File: config.mk
export PLATFORM = sky130hd
export DESIGN_NAME = usbtc_top
export DESIGN_NICKNAME = d
export VERILOG_FILES = /design/src/hdl/usbtc_pkg.sv /design/src/hdl/usbtc_top.sv /design/src/hdl/usbtc_term_decode.sv
export SDC_FILE = /design/constraint.sdc
export NUM_CORES = 1
export LEC_CHECK = 0
export ABC_AREA = 1
export BUFFER_PORTS_ARGS = -buffer_cell sky130_fd_sc_hd__buf_2
export CAP_MARGIN = 20
export CORE_MARGIN = 10
export CORE_UTILIZATION = 30
export CTS_CLUSTER_SIZE = 25
export DETAILED_ROUTE_END_ITERATION = 7
export SLEW_MARGIN = 0
export SYNTH_ARGS = -nofsm -noshare
export SYNTH_HDL_FRONTEND = slang
export SYNTH_HIERARCHICAL = 1
export SYNTH_SLANG_ARGS = --single-unit
File: constraint.sdc
create_clock -name core_clk -period 2 [get_ports core_clk]
set_input_delay 0.5 -clock core_clk [delete_from_list [all_inputs] [get_ports core_clk]]
set_output_delay 0.5 -clock core_clk [all_outputs]
set_load 0.02 [all_outputs]
File: src/hdl/usbtc_pkg.sv
package usbtc_pkg;
    // clock and transmit bit timing
    localparam int CLK_MHZ    = 100;
    localparam int TX_BIT_NS  = 20;
    localparam int TX_BIT_CYC = (TX_BIT_NS * CLK_MHZ + 999) / 1000;
    localparam logic [3:0] TX_DIV_LAST = 4'(TX_BIT_CYC - 1);

    // register byte addresses
    localparam logic [4:0] OFS_FUNC   = 5'h00;
    localparam logic [4:0] OFS_OTG    = 5'h04;
    localparam logic [4:0] OFS_HSCOMP = 5'h08;
    localparam logic [4:0] OFS_STATUS = 5'h0C;
    localparam logic [4:0] OFS_TXDATA = 5'h10;
    localparam logic [4:0] OFS_RXDATA = 5'h14;

    // transceiver_select codes
    localparam logic [1:0] XCVR_HS    = 2'h0;
    localparam logic [1:0] XCVR_FS    = 2'h1;
    localparam logic [1:0] XCVR_LS    = 2'h2;
    localparam logic [1:0] XCVR_FS4LS = 2'h3;

    // operating_mode codes
    localparam logic [1:0] OPM_NORMAL   = 2'h0;
    localparam logic [1:0] OPM_NONDRIVE = 2'h1;
    localparam logic [1:0] OPM_NOSTUFF  = 2'h2;

    // field layouts
    localparam int OTG_PD_LSB   = 1;
    localparam int ST_LINE_LSB  = 0;
    localparam int ST_SQUELCH   = 2;
    localparam int ST_TX_BUSY   = 3;

    // transmit framing
    localparam logic [2:0] STUFF_LIMIT = 3'h6;
    localparam logic [3:0] TX_BITS     = 4'h8;

    typedef struct packed {
        logic [1:0] operating_mode;
        logic       termination_select;
        logic [1:0] transceiver_select;
    } usbtc_func_s;

    typedef struct packed {
        logic dminus_pulldown_request;
        logic dplus_pulldown_request;
    } usbtc_otg_s;

    typedef struct packed {
        logic [1:0] squelch_sensitivity;
        logic [2:0] tx_amplitude_boost;
    } usbtc_hscomp_s;

    typedef struct packed {
        logic dplus_pullup_enable;
        logic dminus_pullup_enable;
        logic dplus_pulldown_on;
        logic dminus_pulldown_on;
        logic highspeed_termination_on;
    } usbtc_term_s;

    localparam usbtc_func_s FUNC_RST = '{OPM_NORMAL, 1'b0, XCVR_FS};
    localparam usbtc_otg_s  OTG_RST  = '{1'b1, 1'b1};
    localparam usbtc_hscomp_s HSCOMP_RST = '{2'h0, 3'h0};
    localparam usbtc_term_s TERM_OFF = '{1'b0, 1'b0, 1'b0, 1'b0, 1'b0};
    localparam usbtc_term_s TERM_PD  = '{1'b0, 1'b0, 1'b1, 1'b1, 1'b0};

    typedef enum logic {TX_IDLE, TX_SHIFT} usbtc_tx_e;
endpackage

File: src/hdl/usbtc_top.sv
`timescale 1ns/10ps
// What this block does
// pull-up enables connect 1.5k resistors
// pull-down enables connect 15k resistors
// high-speed termination on both lines together
// enables decoded from function and OTG fields
// synchronous mode: resistors follow mode only
// operating_mode 01b turns all enables off
// power-up or low VBUS: pull-downs only
// host: pull-downs, HS term only HS
// peripheral HS/test: only HS termination
// peripheral FS/LS: single matching pull-up
// OTG peripheral FS: DP up, DM down
// OTG peripheral HS: HS term, DM down
// connect detect: only DM pull-down
// undefined combination falls back to pull-downs
// link programs only defined combinations
// reset pin low tri-states drivers
// receiver chosen by mode feeds receive logic
// HS squelch keeps noise out of data
// single-ended receivers give line state
// transmit data encoded, stuffed, serialised
// amplitude boost scales HS transmit level
// squelch sensitivity lowers HS threshold
// enables change cycle after the write
module usbtc_top (
    // clock and reset
    input  wire logic        core_clk,
    input  wire logic        rstn,
    // avalon-mm slave
    input  wire logic [4:0]  avs_address,
    input  wire logic        avs_read,
    input  wire logic        avs_write,
    input  wire logic [31:0] avs_writedata,
    input  wire logic [3:0]  avs_byteenable,
    output logic [31:0]      avs_readdata,
    output logic             avs_waitrequest,
    // vbus comparator
    input  wire logic        vbus_below_session_end,
    // line receivers
    input  wire logic        hs_rx_bit,
    input  wire logic        hs_squelch,
    input  wire logic        fs_rx_bit,
    input  wire logic        dp_se_rx,
    input  wire logic        dm_se_rx,
    // receive logic side
    output logic             rx_bit,
    output logic             rx_bit_valid,
    output logic [1:0]       line_state,
    // transmitters and squelch trim
    output logic             hs_tx_en,
    output logic             fs_tx_en,
    output logic             tx_line,
    output logic [2:0]       hs_amplitude_trim,
    output logic [1:0]       squelch_trim,
    // termination resistors
    output logic             dplus_pullup_enable,
    output logic             dminus_pullup_enable,
    output logic             dplus_pulldown_on,
    output logic             dminus_pulldown_on,
    output logic             highspeed_termination_on
);
    usbtc_pkg::usbtc_func_s   func_ff, nxt_func;
    usbtc_pkg::usbtc_otg_s    otg_ff, nxt_otg;
    usbtc_pkg::usbtc_hscomp_s hscomp_ff;
    usbtc_pkg::usbtc_term_s   term_ff, nxt_term;
    usbtc_pkg::usbtc_tx_e     tx_state_ff;

    logic        wait_ff;
    logic [31:0] rdata_ff;
    logic        rx_bit_ff;
    logic        rx_valid_ff;
    logic [1:0]  line_ff;
    logic [7:0]  rx_shift_ff;
    logic [7:0]  tx_shift_ff;
    logic [3:0]  tx_cnt_ff;
    logic [2:0]  ones_ff;
    logic [3:0]  div_ff;
    logic        tx_line_ff;
    logic        hs_tx_ff;
    logic        fs_tx_ff;
    logic        hs_sel;
    logic        bit_en;
    logic        acc;
    logic        wr_go;
    logic        tx_blocked;
    logic [31:0] rd_mux;

    assign hs_sel = func_ff.transceiver_select == usbtc_pkg::XCVR_HS;

    // bus handshake
    // a transmit write is held off while a byte is on the wire
    assign tx_blocked = avs_write && tx_state_ff != usbtc_pkg::TX_IDLE
                        && avs_address == usbtc_pkg::OFS_TXDATA;
    assign acc   = (avs_read || avs_write) && wait_ff && !tx_blocked;
    assign wr_go = avs_write && !wait_ff;

    always_ff @(posedge core_clk) begin
        if (!rstn) begin
            wait_ff <= 1'b1;
        end else begin
            wait_ff <= !acc;
        end
    end

    always_comb begin
        rd_mux = 32'h0000_0000;
        case (avs_address)
            usbtc_pkg::OFS_FUNC:   rd_mux[4:0] = func_ff;
            usbtc_pkg::OFS_OTG:
                rd_mux[usbtc_pkg::OTG_PD_LSB +: 2] = otg_ff;
            usbtc_pkg::OFS_HSCOMP: rd_mux[4:0] = hscomp_ff;
            usbtc_pkg::OFS_STATUS: begin
                rd_mux[usbtc_pkg::ST_LINE_LSB +: 2] = line_ff;
                rd_mux[usbtc_pkg::ST_SQUELCH] = hs_squelch;
                rd_mux[usbtc_pkg::ST_TX_BUSY] =
                    tx_state_ff != usbtc_pkg::TX_IDLE;
            end
            usbtc_pkg::OFS_TXDATA: rd_mux[7:0] = tx_shift_ff;
            usbtc_pkg::OFS_RXDATA: rd_mux[7:0] = rx_shift_ff;
            default:               rd_mux = 32'h0000_0000;
        endcase
    end

    always_ff @(posedge core_clk) begin
        if (!rstn) begin
            rdata_ff <= 32'h0000_0000;
        end else if (acc && avs_read) begin
            rdata_ff <= rd_mux;
        end
    end

    // control fields; low VBUS forces the power-up set
    always_comb begin
        nxt_func = func_ff;
        nxt_otg  = otg_ff;
        if (wr_go && avs_byteenable[0]) begin
            if (avs_address == usbtc_pkg::OFS_FUNC) begin
                nxt_func = avs_writedata[4:0];
            end
            if (avs_address == usbtc_pkg::OFS_OTG) begin
                nxt_otg = avs_writedata[usbtc_pkg::OTG_PD_LSB +: 2];
            end
        end
        if (vbus_below_session_end) begin
            nxt_func = usbtc_pkg::FUNC_RST;
            nxt_otg  = usbtc_pkg::OTG_RST;
        end
    end

    always_ff @(posedge core_clk) begin
        if (!rstn) begin
            func_ff <= usbtc_pkg::FUNC_RST;
            otg_ff  <= usbtc_pkg::OTG_RST;
        end else begin
            func_ff <= nxt_func;
            otg_ff  <= nxt_otg;
        end
    end

    always_ff @(posedge core_clk) begin
        if (!rstn) begin
            hscomp_ff <= usbtc_pkg::HSCOMP_RST;
        end else if (wr_go && avs_byteenable[0] &&
                     avs_address == usbtc_pkg::OFS_HSCOMP) begin
            hscomp_ff <= avs_writedata[4:0];
        end
    end

    // decoding the next fields lets the enables move with the write
    usbtc_term_decode u_decode (
        .func (nxt_func),
        .otg  (nxt_otg),
        .term (nxt_term)
    );

    always_ff @(posedge core_clk) begin
        if (!rstn) begin
            term_ff <= usbtc_pkg::TERM_OFF;
        end else begin
            term_ff <= nxt_term;
        end
    end

    // receive path
    always_ff @(posedge core_clk) begin
        if (!rstn) begin
            rx_bit_ff   <= 1'b0;
            rx_valid_ff <= 1'b0;
            rx_shift_ff <= 8'h00;
        end else if (hs_sel) begin
            rx_bit_ff   <= hs_rx_bit;
            rx_valid_ff <= !hs_squelch;
            if (!hs_squelch) begin
                rx_shift_ff <= {hs_rx_bit, rx_shift_ff[7:1]};
            end
        end else begin
            rx_bit_ff   <= fs_rx_bit;
            rx_valid_ff <= 1'b1;
            rx_shift_ff <= {fs_rx_bit, rx_shift_ff[7:1]};
        end
    end

    always_ff @(posedge core_clk) begin
        if (!rstn) begin
            line_ff <= 2'h0;
        end else begin
            line_ff <= {dm_se_rx, dp_se_rx};
        end
    end

    // transmit bit-rate divider
    always_ff @(posedge core_clk) begin
        if (!rstn || tx_state_ff == usbtc_pkg::TX_IDLE) begin
            div_ff <= 4'h0;
        end else if (div_ff == usbtc_pkg::TX_DIV_LAST) begin
            div_ff <= 4'h0;
        end else begin
            div_ff <= div_ff + 4'h1;
        end
    end
    assign bit_en = tx_state_ff == usbtc_pkg::TX_SHIFT &&
                    div_ff == usbtc_pkg::TX_DIV_LAST;

    // nrzi encoder with bit stuffing, lsb first
    always_ff @(posedge core_clk) begin
        if (!rstn) begin
            tx_state_ff <= usbtc_pkg::TX_IDLE;
            tx_shift_ff <= 8'h00;
            tx_cnt_ff   <= 4'h0;
            ones_ff     <= 3'h0;
            tx_line_ff  <= 1'b1;
            hs_tx_ff    <= 1'b0;
            fs_tx_ff    <= 1'b0;
        end else begin
            case (tx_state_ff)
                usbtc_pkg::TX_IDLE: begin
                    if (wr_go && avs_byteenable[0] &&
                        avs_address == usbtc_pkg::OFS_TXDATA) begin
                        tx_shift_ff <= avs_writedata[7:0];
                        tx_cnt_ff   <= 4'h0;
                        tx_state_ff <= usbtc_pkg::TX_SHIFT;
                        hs_tx_ff    <= hs_sel;
                        fs_tx_ff    <= !hs_sel;
                    end
                end
                usbtc_pkg::TX_SHIFT: begin
                    if (bit_en) begin
                        if (ones_ff == usbtc_pkg::STUFF_LIMIT) begin
                            tx_line_ff <= !tx_line_ff;
                            ones_ff    <= 3'h0;
                        end else if (tx_cnt_ff == usbtc_pkg::TX_BITS) begin
                            tx_state_ff <= usbtc_pkg::TX_IDLE;
                            hs_tx_ff    <= 1'b0;
                            fs_tx_ff    <= 1'b0;
                        end else begin
                            if (tx_shift_ff[0]) begin
                                ones_ff <= ones_ff + 3'h1;
                            end else begin
                                tx_line_ff <= !tx_line_ff;
                                ones_ff    <= 3'h0;
                            end
                            tx_shift_ff <= {1'b0, tx_shift_ff[7:1]};
                            tx_cnt_ff   <= tx_cnt_ff + 4'h1;
                        end
                    end
                end
                default: begin
                    tx_state_ff <= usbtc_pkg::TX_IDLE;
                end
            endcase
        end
    end

    // outputs
    assign avs_readdata    = rdata_ff;
    assign avs_waitrequest = wait_ff;
    assign rx_bit          = rx_bit_ff;
    assign rx_bit_valid    = rx_valid_ff;
    assign line_state      = line_ff;
    assign hs_tx_en        = hs_tx_ff;
    assign fs_tx_en        = fs_tx_ff;
    assign tx_line         = tx_line_ff;
    assign hs_amplitude_trim = hscomp_ff.tx_amplitude_boost;
    assign squelch_trim      = hscomp_ff.squelch_sensitivity;
    assign dplus_pullup_enable      = term_ff.dplus_pullup_enable;
    assign dminus_pullup_enable     = term_ff.dminus_pullup_enable;
    assign dplus_pulldown_on        = term_ff.dplus_pulldown_on;
    assign dminus_pulldown_on       = term_ff.dminus_pulldown_on;
    assign highspeed_termination_on = term_ff.highspeed_termination_on;

    // checks
    AST_RESET_TRISTATE:
    assert property (@(posedge core_clk) !rstn |=> term_ff == '0)
    else $error("enables not off after reset");

    AST_NONDRIVE_OFF:
    assert property (@(posedge core_clk) disable iff (!rstn)
        func_ff.operating_mode == usbtc_pkg::OPM_NONDRIVE
        |-> term_ff == '0)
    else $error("non-driving mode left an enable on");

    AST_LOW_VBUS_PULLDOWNS:
    assert property (@(posedge core_clk) disable iff (!rstn)
        vbus_below_session_end |=> term_ff == usbtc_pkg::TERM_PD)
    else $error("low vbus did not select pull-downs only");

    AST_HS_TERM_CAUSE:
    assert property (@(posedge core_clk) disable iff (!rstn)
        term_ff.highspeed_termination_on |->
        hs_sel && !func_ff.termination_select &&
        !term_ff.dplus_pullup_enable && !term_ff.dminus_pullup_enable)
    else $error("hs termination in wrong state");

    AST_PULLUP_EXCLUSIVE:
    assert property (@(posedge core_clk) disable iff (!rstn)
        !(term_ff.dplus_pullup_enable && term_ff.dminus_pullup_enable))
    else $error("both pull-ups on");

    AST_WRITE_TO_ENABLE:
    assert property (@(posedge core_clk) disable iff (!rstn)
        wr_go && avs_address == usbtc_pkg::OFS_FUNC &&
        avs_byteenable[0] && !vbus_below_session_end &&
        avs_writedata[4:3] == usbtc_pkg::OPM_NONDRIVE
        |=> term_ff == '0)
    else $error("enables did not follow the write");

    AST_SQUELCH_BLOCKS:
    assert property (@(posedge core_clk) disable iff (!rstn)
        hs_sel && hs_squelch |=> !rx_valid_ff)
    else $error("squelched line accepted as data");

    AST_LINE_STATE:
    assert property (@(posedge core_clk) disable iff (!rstn)
        1'b1 |=> line_ff == {$past(dm_se_rx), $past(dp_se_rx)})
    else $error("line state not from single-ended receivers");

    AST_STUFF_LIMIT:
    assert property (@(posedge core_clk) disable iff (!rstn)
        ones_ff <= usbtc_pkg::STUFF_LIMIT)
    else $error("run of ones beyond stuffing limit");

    AST_WAIT_PULSE:
    assert property (@(posedge core_clk) disable iff (!rstn)
        !wait_ff |=> wait_ff)
    else $error("waitrequest low for more than one cycle");
endmodule

File: src/hdl/usbtc_term_decode.sv
`timescale 1ns/10ps
module usbtc_term_decode (
    // control fields
    input  wire usbtc_pkg::usbtc_func_s func,
    input  wire usbtc_pkg::usbtc_otg_s  otg,
    // resistor enables
    output usbtc_pkg::usbtc_term_s      term
);
    logic [1:0] xs;
    logic [1:0] om;
    logic       ts;
    logic       run;
    logic       fsr;
    logic       lsr;

    assign xs  = func.transceiver_select;
    assign om  = func.operating_mode;
    assign ts  = func.termination_select;
    // normal or chirp/resume signalling
    assign run = (om == usbtc_pkg::OPM_NORMAL) ||
                 (om == usbtc_pkg::OPM_NOSTUFF);
    assign fsr = (xs == usbtc_pkg::XCVR_FS) && run;
    assign lsr = (xs == usbtc_pkg::XCVR_LS) && run;

    always_comb begin
        term = usbtc_pkg::TERM_PD;
        if (om == usbtc_pkg::OPM_NONDRIVE) begin
            term = usbtc_pkg::TERM_OFF;
        end else begin
            case ({otg.dplus_pulldown_request,
                   otg.dminus_pulldown_request})
                2'h3: begin
                    if (xs == usbtc_pkg::XCVR_HS && !ts && run) begin
                        term.highspeed_termination_on = 1'b1;
                    end
                end
                2'h0: begin
                    if (xs == usbtc_pkg::XCVR_HS && !ts && run) begin
                        term = usbtc_pkg::TERM_OFF;
                        term.highspeed_termination_on = 1'b1;
                    end else if (ts && (fsr || (xs ==
                            usbtc_pkg::XCVR_HS &&
                            om == usbtc_pkg::OPM_NOSTUFF))) begin
                        term = usbtc_pkg::TERM_OFF;
                        term.dplus_pullup_enable = 1'b1;
                    end else if (ts && lsr) begin
                        term = usbtc_pkg::TERM_OFF;
                        term.dminus_pullup_enable = 1'b1;
                    end
                end
                2'h1: begin
                    if (xs == usbtc_pkg::XCVR_HS && !ts && run) begin
                        term = usbtc_pkg::TERM_OFF;
                        term.highspeed_termination_on = 1'b1;
                        term.dminus_pulldown_on = 1'b1;
                    end else if (ts && (fsr || (xs ==
                            usbtc_pkg::XCVR_HS &&
                            om == usbtc_pkg::OPM_NOSTUFF))) begin
                        term = usbtc_pkg::TERM_OFF;
                        term.dplus_pullup_enable = 1'b1;
                        term.dminus_pulldown_on = 1'b1;
                    end else if (!ts && xs == usbtc_pkg::XCVR_FS &&
                            om == usbtc_pkg::OPM_NORMAL) begin
                        term = usbtc_pkg::TERM_OFF;
                        term.dminus_pulldown_on = 1'b1;
                    end
                end
                default: begin
                    term = usbtc_pkg::TERM_PD;
                end
            endcase
        end
    end
endmodule

# Yosys cells after proc, flatten, opt, wreduce, memory -nomap -nowiden
# Cells that the tools add are included.
totals:
  ff_bits: 61
op_classes:
  addsub: 3
  n_eq_ne: 22
  mux: 52
  n_bitwise: 2
  reduce_logical: 42
ops:
  columns: ["operator", "count"]
  rows:
  - ["$mux 8", 6]
  - ["$mux 5", 7]
  - ["$mux 4", 5]
  - ["$logic_and 1x1->1", 19]
  - ["$pmux 4 s2", 2]
  - ["$pmux 8 s2", 1]
  - ["$mux 1", 15]
  - ["$mux 3", 4]
  - ["$pmux 2 s6", 1]
  - ["$reduce_and 4->1", 3]
  - ["$eq 5x4->1 const B", 2]
  - ["$eq 5x5->1 const B", 2]
  - ["$pmux 1 s5", 2]
  - ["$add 4x1->4 const B", 2]
  - ["$logic_not 1->1", 8]
  - ["$logic_not 2->1", 4]
  - ["$ne 2x1->1 const B", 4]
  - ["$ne 2x2->1 const B", 4]
  - ["$eq 2x1->1 const B", 3]
  - ["$eq 2x2->1 const B", 3]
  - ["$mux 2", 3]
  - ["$pmux 1 s2", 3]
  - ["$pmux 3 s2", 1]
  - ["$eq 5x3->1 const B", 1]
  - ["11 further kinds", 16]

# Logic depth before layout (Yosys ltp)
depth:
  word_depth: 13
  mapped_depth: 16
  mapped_depth_nobuf: 15

# By module
# The synthesis kept the hierarchy.
by_module_without_submodules:
  columns: ["module", "n_inst", "cells_per_inst", "area_per_inst_um2", "seq_area_each_um2"]
  rows:
  - ["usbtc_top", 1, 394, 2977.9, 1221.2]
  - ["usbtc_term_decode", 1, 26, 116.4, 0.0]

# Least setup slack after synthesis
# Ideal clock, no wire load.
synth_path:
  path_kind: "input to register"
  startpoint: "in avs_address[4]"
  endpoint: "reg term_ff, in the netlist dplus_pulldown_on"
  setup_time_ns: 0.110
  t_arrival_ns: 1.882
  setup_slack_ns: 0.008
  cell_stages: 15
  cell_sequence: "buf_4 > nor2_2 > nand3_2 > nor2_4 > nor2_1 > nor3_1 > inv_1 > nor2_1 > nand2_1 > nand3_1 > nand2_1 > nand2_1 > nor2_1 > nand2_1 > inv_1"
synth_lines:
  columns: ["element", "line", "source"]
  rows:
  - ["from (decl)", "usbtc_top.sv:31", "input wire logic [4:0] avs_address,"]
  - ["to (signal assigned)", "usbtc_top.sv:179", "term_ff <= usbtc_pkg::TERM_OFF;"]
  - ["to (signal assigned)", "usbtc_top.sv:181", "term_ff <= nxt_term;"]
  - ["to (decl)", "usbtc_top.sv:66", "usbtc_pkg::usbtc_term_s term_ff, nxt_term;"]

==> results.md <==
* Result of the run: finished clean
* Max Slew Vio Count at 0
* Final routed wirelength across all metal layers at 8090 um
* Proportion of synthesized area in mux cells at 2.59%
* Final Hold Viols at 0
* Number of buffers inserted to repair setup after CTS at 0
* Number of enable-type register cells in the synthesized netlist at 0
* Placed cell count at 621
* Count of nets left with antenna violations after detail routing at 0
* Combinational power share at 8.2%
* Post-synthesis compound-gate area fraction at 8.13%
* Crit Reg-Reg Startpoint: avs_waitrequest$_SDFF_PN1_
* First-pass iteration count of the detailed router at 4
* Largest cells by area after synthesis: sky130_fd_sc_hd__dfxtp_1, sky130_fd_sc_hd__nand2_1, sky130_fd_sc_hd__nor2_1
* Clock power frac at 47.3%
* GR Util All Layers at 10.8%
* Synth unique cells at 36
* Min-Delay Path Class: input pin to flip-flop
* DRC violation count after routing at 0
* Cell row count at 37
* Power per cell area at 727 nW/um2
* Root buf cell: sky130_fd_sc_hd__clkbuf_8
* Combinational family with the most area after synthesis: simple AND/OR/NAND/NOR gates
* Slack of the worst reg-to-reg path at 200 ps
* Critical path startpoint category: flip-flop
* Crit share post-route at 90.0%
* MaxCap Viol Count at 0
* RSZ-0062 raised after global routing: no
* Crit path DAT at 2090 ps
* End point of the most critical hold path: line_state[0]$_SDFF_PN0_
* Vias per inst at 4.43
* Share of the synthesized area in the top cell type at 39.5%
* Hpwl dp at 6360 um
* Class of the most critical setup path: flip-flop to flip-flop
* Chip Height at 122 um
* Clock tree sinks at 61
* Yosys top cell by area: sky130_fd_sc_hd__dfxtp_1
* Synthesis-to-layout area growth at 23.5%
* Clock-pin slew of the registers on the worst-case setup and hold paths at 70 ps
* Max rail drop VDD at 0.279 mV
* Startpoint of the most critical hold path: dp_se_rx
* GR Overflow Total at 0
* Min Clock Period, post-route at 1800 ps
* Number of H-tree levels at 3
* Internal at 2.13 mW
* Mapped Cells at 420
* Area taken by flip-flops and latches at 1220 um2
* Endpoints failing setup at 0
* Smallest hold slack at 340 ps
* CP required at 2290 ps
* Via count at 2,821
* Via count of the first global-routing pass at 2,673
* Number of buffers added on ports at 49
* First-pass GRT wire length at 12,700 um
* Reg power frac at 44.6%
* Switching power at 0.648 mW
* Maximum clock rate at 555 MHz
* Net count, final at 553
* CP Max Fanout at 6
* Number of cells traversed by the worst hold path at 3
* Gp weighted congestion at 0.792
* Layout Skew at 7.65 ps
* Count of non-filler cells in the finished layout at 637
* Endpoint class of the critical path: flip-flop
* Antenna cell count at 0
* Starting density of the core at 30.4%
* Synthesized cell area at 3090 um2
* Net switching fraction of the power at 23.3%
* Number of warning messages in the yosys log at 6
* Post-synth ARST share at 0%
* Simple-Gate Fraction of Synth Area at 33.8%
* Layout fillers at 1,074
* Number of DRC markers after the initial detailed-route iteration at 147
* Antenna violations before repair at 0
* Fraction of final layout cells with drive strength greater than 1 at 24.0%
* CTS tree: yes
* Worst skew pair latency at 340 ps
* Number of top-level pins at 101
* Clock Path Buffers at 2
* Flip-flop and latch count after synthesis at 61
* Chip width at 122 um
* Sequential element share of the synthesized area at 39.5%
* Combined area of the multi-input logic cells at 1570 um2
* Most common cell in the netlist: sky130_fd_sc_hd__nand2_1
* Post-detailed-route wirelength per cell at 12.7 um
* Average cell area after synthesis at 7.37 um2
* Critical register-to-register path endpoint: dplus_pulldown_on$_SDFF_PN0_
* Overall die area at 14,800 um2
* Largest net degree at the start of global routing at 34
* Cell types with the highest counts after synthesis: sky130_fd_sc_hd__nand2_1, sky130_fd_sc_hd__dfxtp_1, sky130_fd_sc_hd__nor2_1, sky130_fd_sc_hd__inv_1
* Adder-cell area share of the yosys netlist at 2.43%
* Primary FF master, synth: sky130_fd_sc_hd__dfxtp_1
* Leakage power figure at 1.80 nW
* Placeable core region at 10,200 um2
* Worst R2R Path Depth at 13
* Post-Synth XOR/XNOR Area at 0.566%
* Number of buffers created by CTS at 9
-- final cells by class --
cell class / count / share of cell area, %
clock buffers: 13 / 4.68
clock inverters: 3 / 1.70
inverters: 46 / 4.59
flip-flops and latches: 61 / 32.0
repair buffers: 75 / 11.5
multi-input cells: 303 / 41.1
well taps: 136 / 4.45
-- flip-flops by register name, summed over array words and instances (netlist names), 2 cells and up --
register,count
div_ff,4
rx_shift_ff,8
hs_amplitude_trim,3
squelch_trim,2
otg_ff,2
tx_cnt_ff,4
ones_ff,3
tx_shift_ff,8
line_state,2
func_ff,5
avs_readdata,8
-- power by group through the flow --
stage / registers, mW / clock network [mW] / logic [mW]
2_1_floorplan: 1.28 / 0 / 0.164
3_3_place_gp: 1.27 / 0 / 0.222
3_5_place_dp: 1.27 / 0 / 0.225
4_1_cts: 1.24 / 1.35 / 0.226
5_1_grt: 1.24 / 1.41 / 0.247
6_report: 1.24 / 1.31 / 0.226
-- worst max path at each step --
stage                                     startpoint                           end  slack [ps]  depth (start not counted)
after floorplan                       avs_address[4]  dplus_pulldown_on$_SDFF_PN0_           8                         15
after global placement                avs_address[3]  dplus_pulldown_on$_SDFF_PN0_        -160                         15
after detailed placement              avs_address[3]  dplus_pulldown_on$_SDFF_PN0_        -240                         15
after CTS                 avs_waitrequest$_SDFF_PN1_  dplus_pulldown_on$_SDFF_PN0_          90                         14
after global routing      avs_waitrequest$_SDFF_PN1_  dplus_pulldown_on$_SDFF_PN0_           3                         13
final                     avs_waitrequest$_SDFF_PN1_  dplus_pulldown_on$_SDFF_PN0_         200                         13
-- cell usage in the layout, fill, tap and decap left out, drive strengths merged --
| cell type | n |
|---|---|
| nand2 | 89 |
| buf | 75 |
| nor2 | 63 |
| dfxtp | 61 |
| inv | 45 |
| nand3 | 31 |
| o21ai | 29 |
| conb | 24 |
| a21oi | 19 |
| nand4 | 16 |
| clkbuf | 13 |
| mux2i | 8 |
| ha | 6 |
| nor3 | 6 |
| or2 | 5 |
| nor4 | 4 |
| bufinv | 2 |
| clkinv | 2 |
| a211oi | 1 |
| xnor2 | 1 |
| xor2 | 1 |
-- per-stage QoR --
step	cell area (um2)	setup WS [ps]	TNS, ps	total power [mW]	util, %
after global routing	3820	2.98	0	2.89	37.5
after floorplan	3180	8.00	0	1.44	-
after CTS	3810	92.8	0	2.81	37.4
after detailed placement	3570	-241	-796	1.49	35.0
final	3820	200	0	2.78	37.5
after global placement	3570	-160	-470	1.49	35.0
-- worst max-delay path: stages (launching register included) --
cell                      delay (ps)
sky130_fd_sc_hd__dfxtp_1         310
sky130_fd_sc_hd__inv_1            60
sky130_fd_sc_hd__nand3_1         130
sky130_fd_sc_hd__nor2_4          220
sky130_fd_sc_hd__nor2_1           80
sky130_fd_sc_hd__nor3_1          350
sky130_fd_sc_hd__nor2_1           90
sky130_fd_sc_hd__nand2_1         100
sky130_fd_sc_hd__nand3_1          80
sky130_fd_sc_hd__nand2_1          60
sky130_fd_sc_hd__nand2_1          50
sky130_fd_sc_hd__nor2_1           90
sky130_fd_sc_hd__nand2_1          60
sky130_fd_sc_hd__inv_1            60
-- cells by family after synthesis --
logic type | after synthesis
other cells | 1
simple gates | 214
flops | 61
compound gates | 49
mux | 8
buf+inv | 79
xor+xnor | 2
fa+ha+maj | 6
-- timing repair --
action,CTS,global route
gates resized for setup,0,2
hold buffers,0,0
setup endpoints to repair,0,3
-- routing by layer --
metal	part of all wire [%]	track usage, %	vias to the layer above	wire, um
li1	-	-	1464	-
met2	47	17.4	67	3770
met1	44	12.6	1272	3550
met4	3.0	6.26	0	245
met3	6.4	3.19	18	518
met5	0	0	-	0
Power figures use the tool's default switching activity.
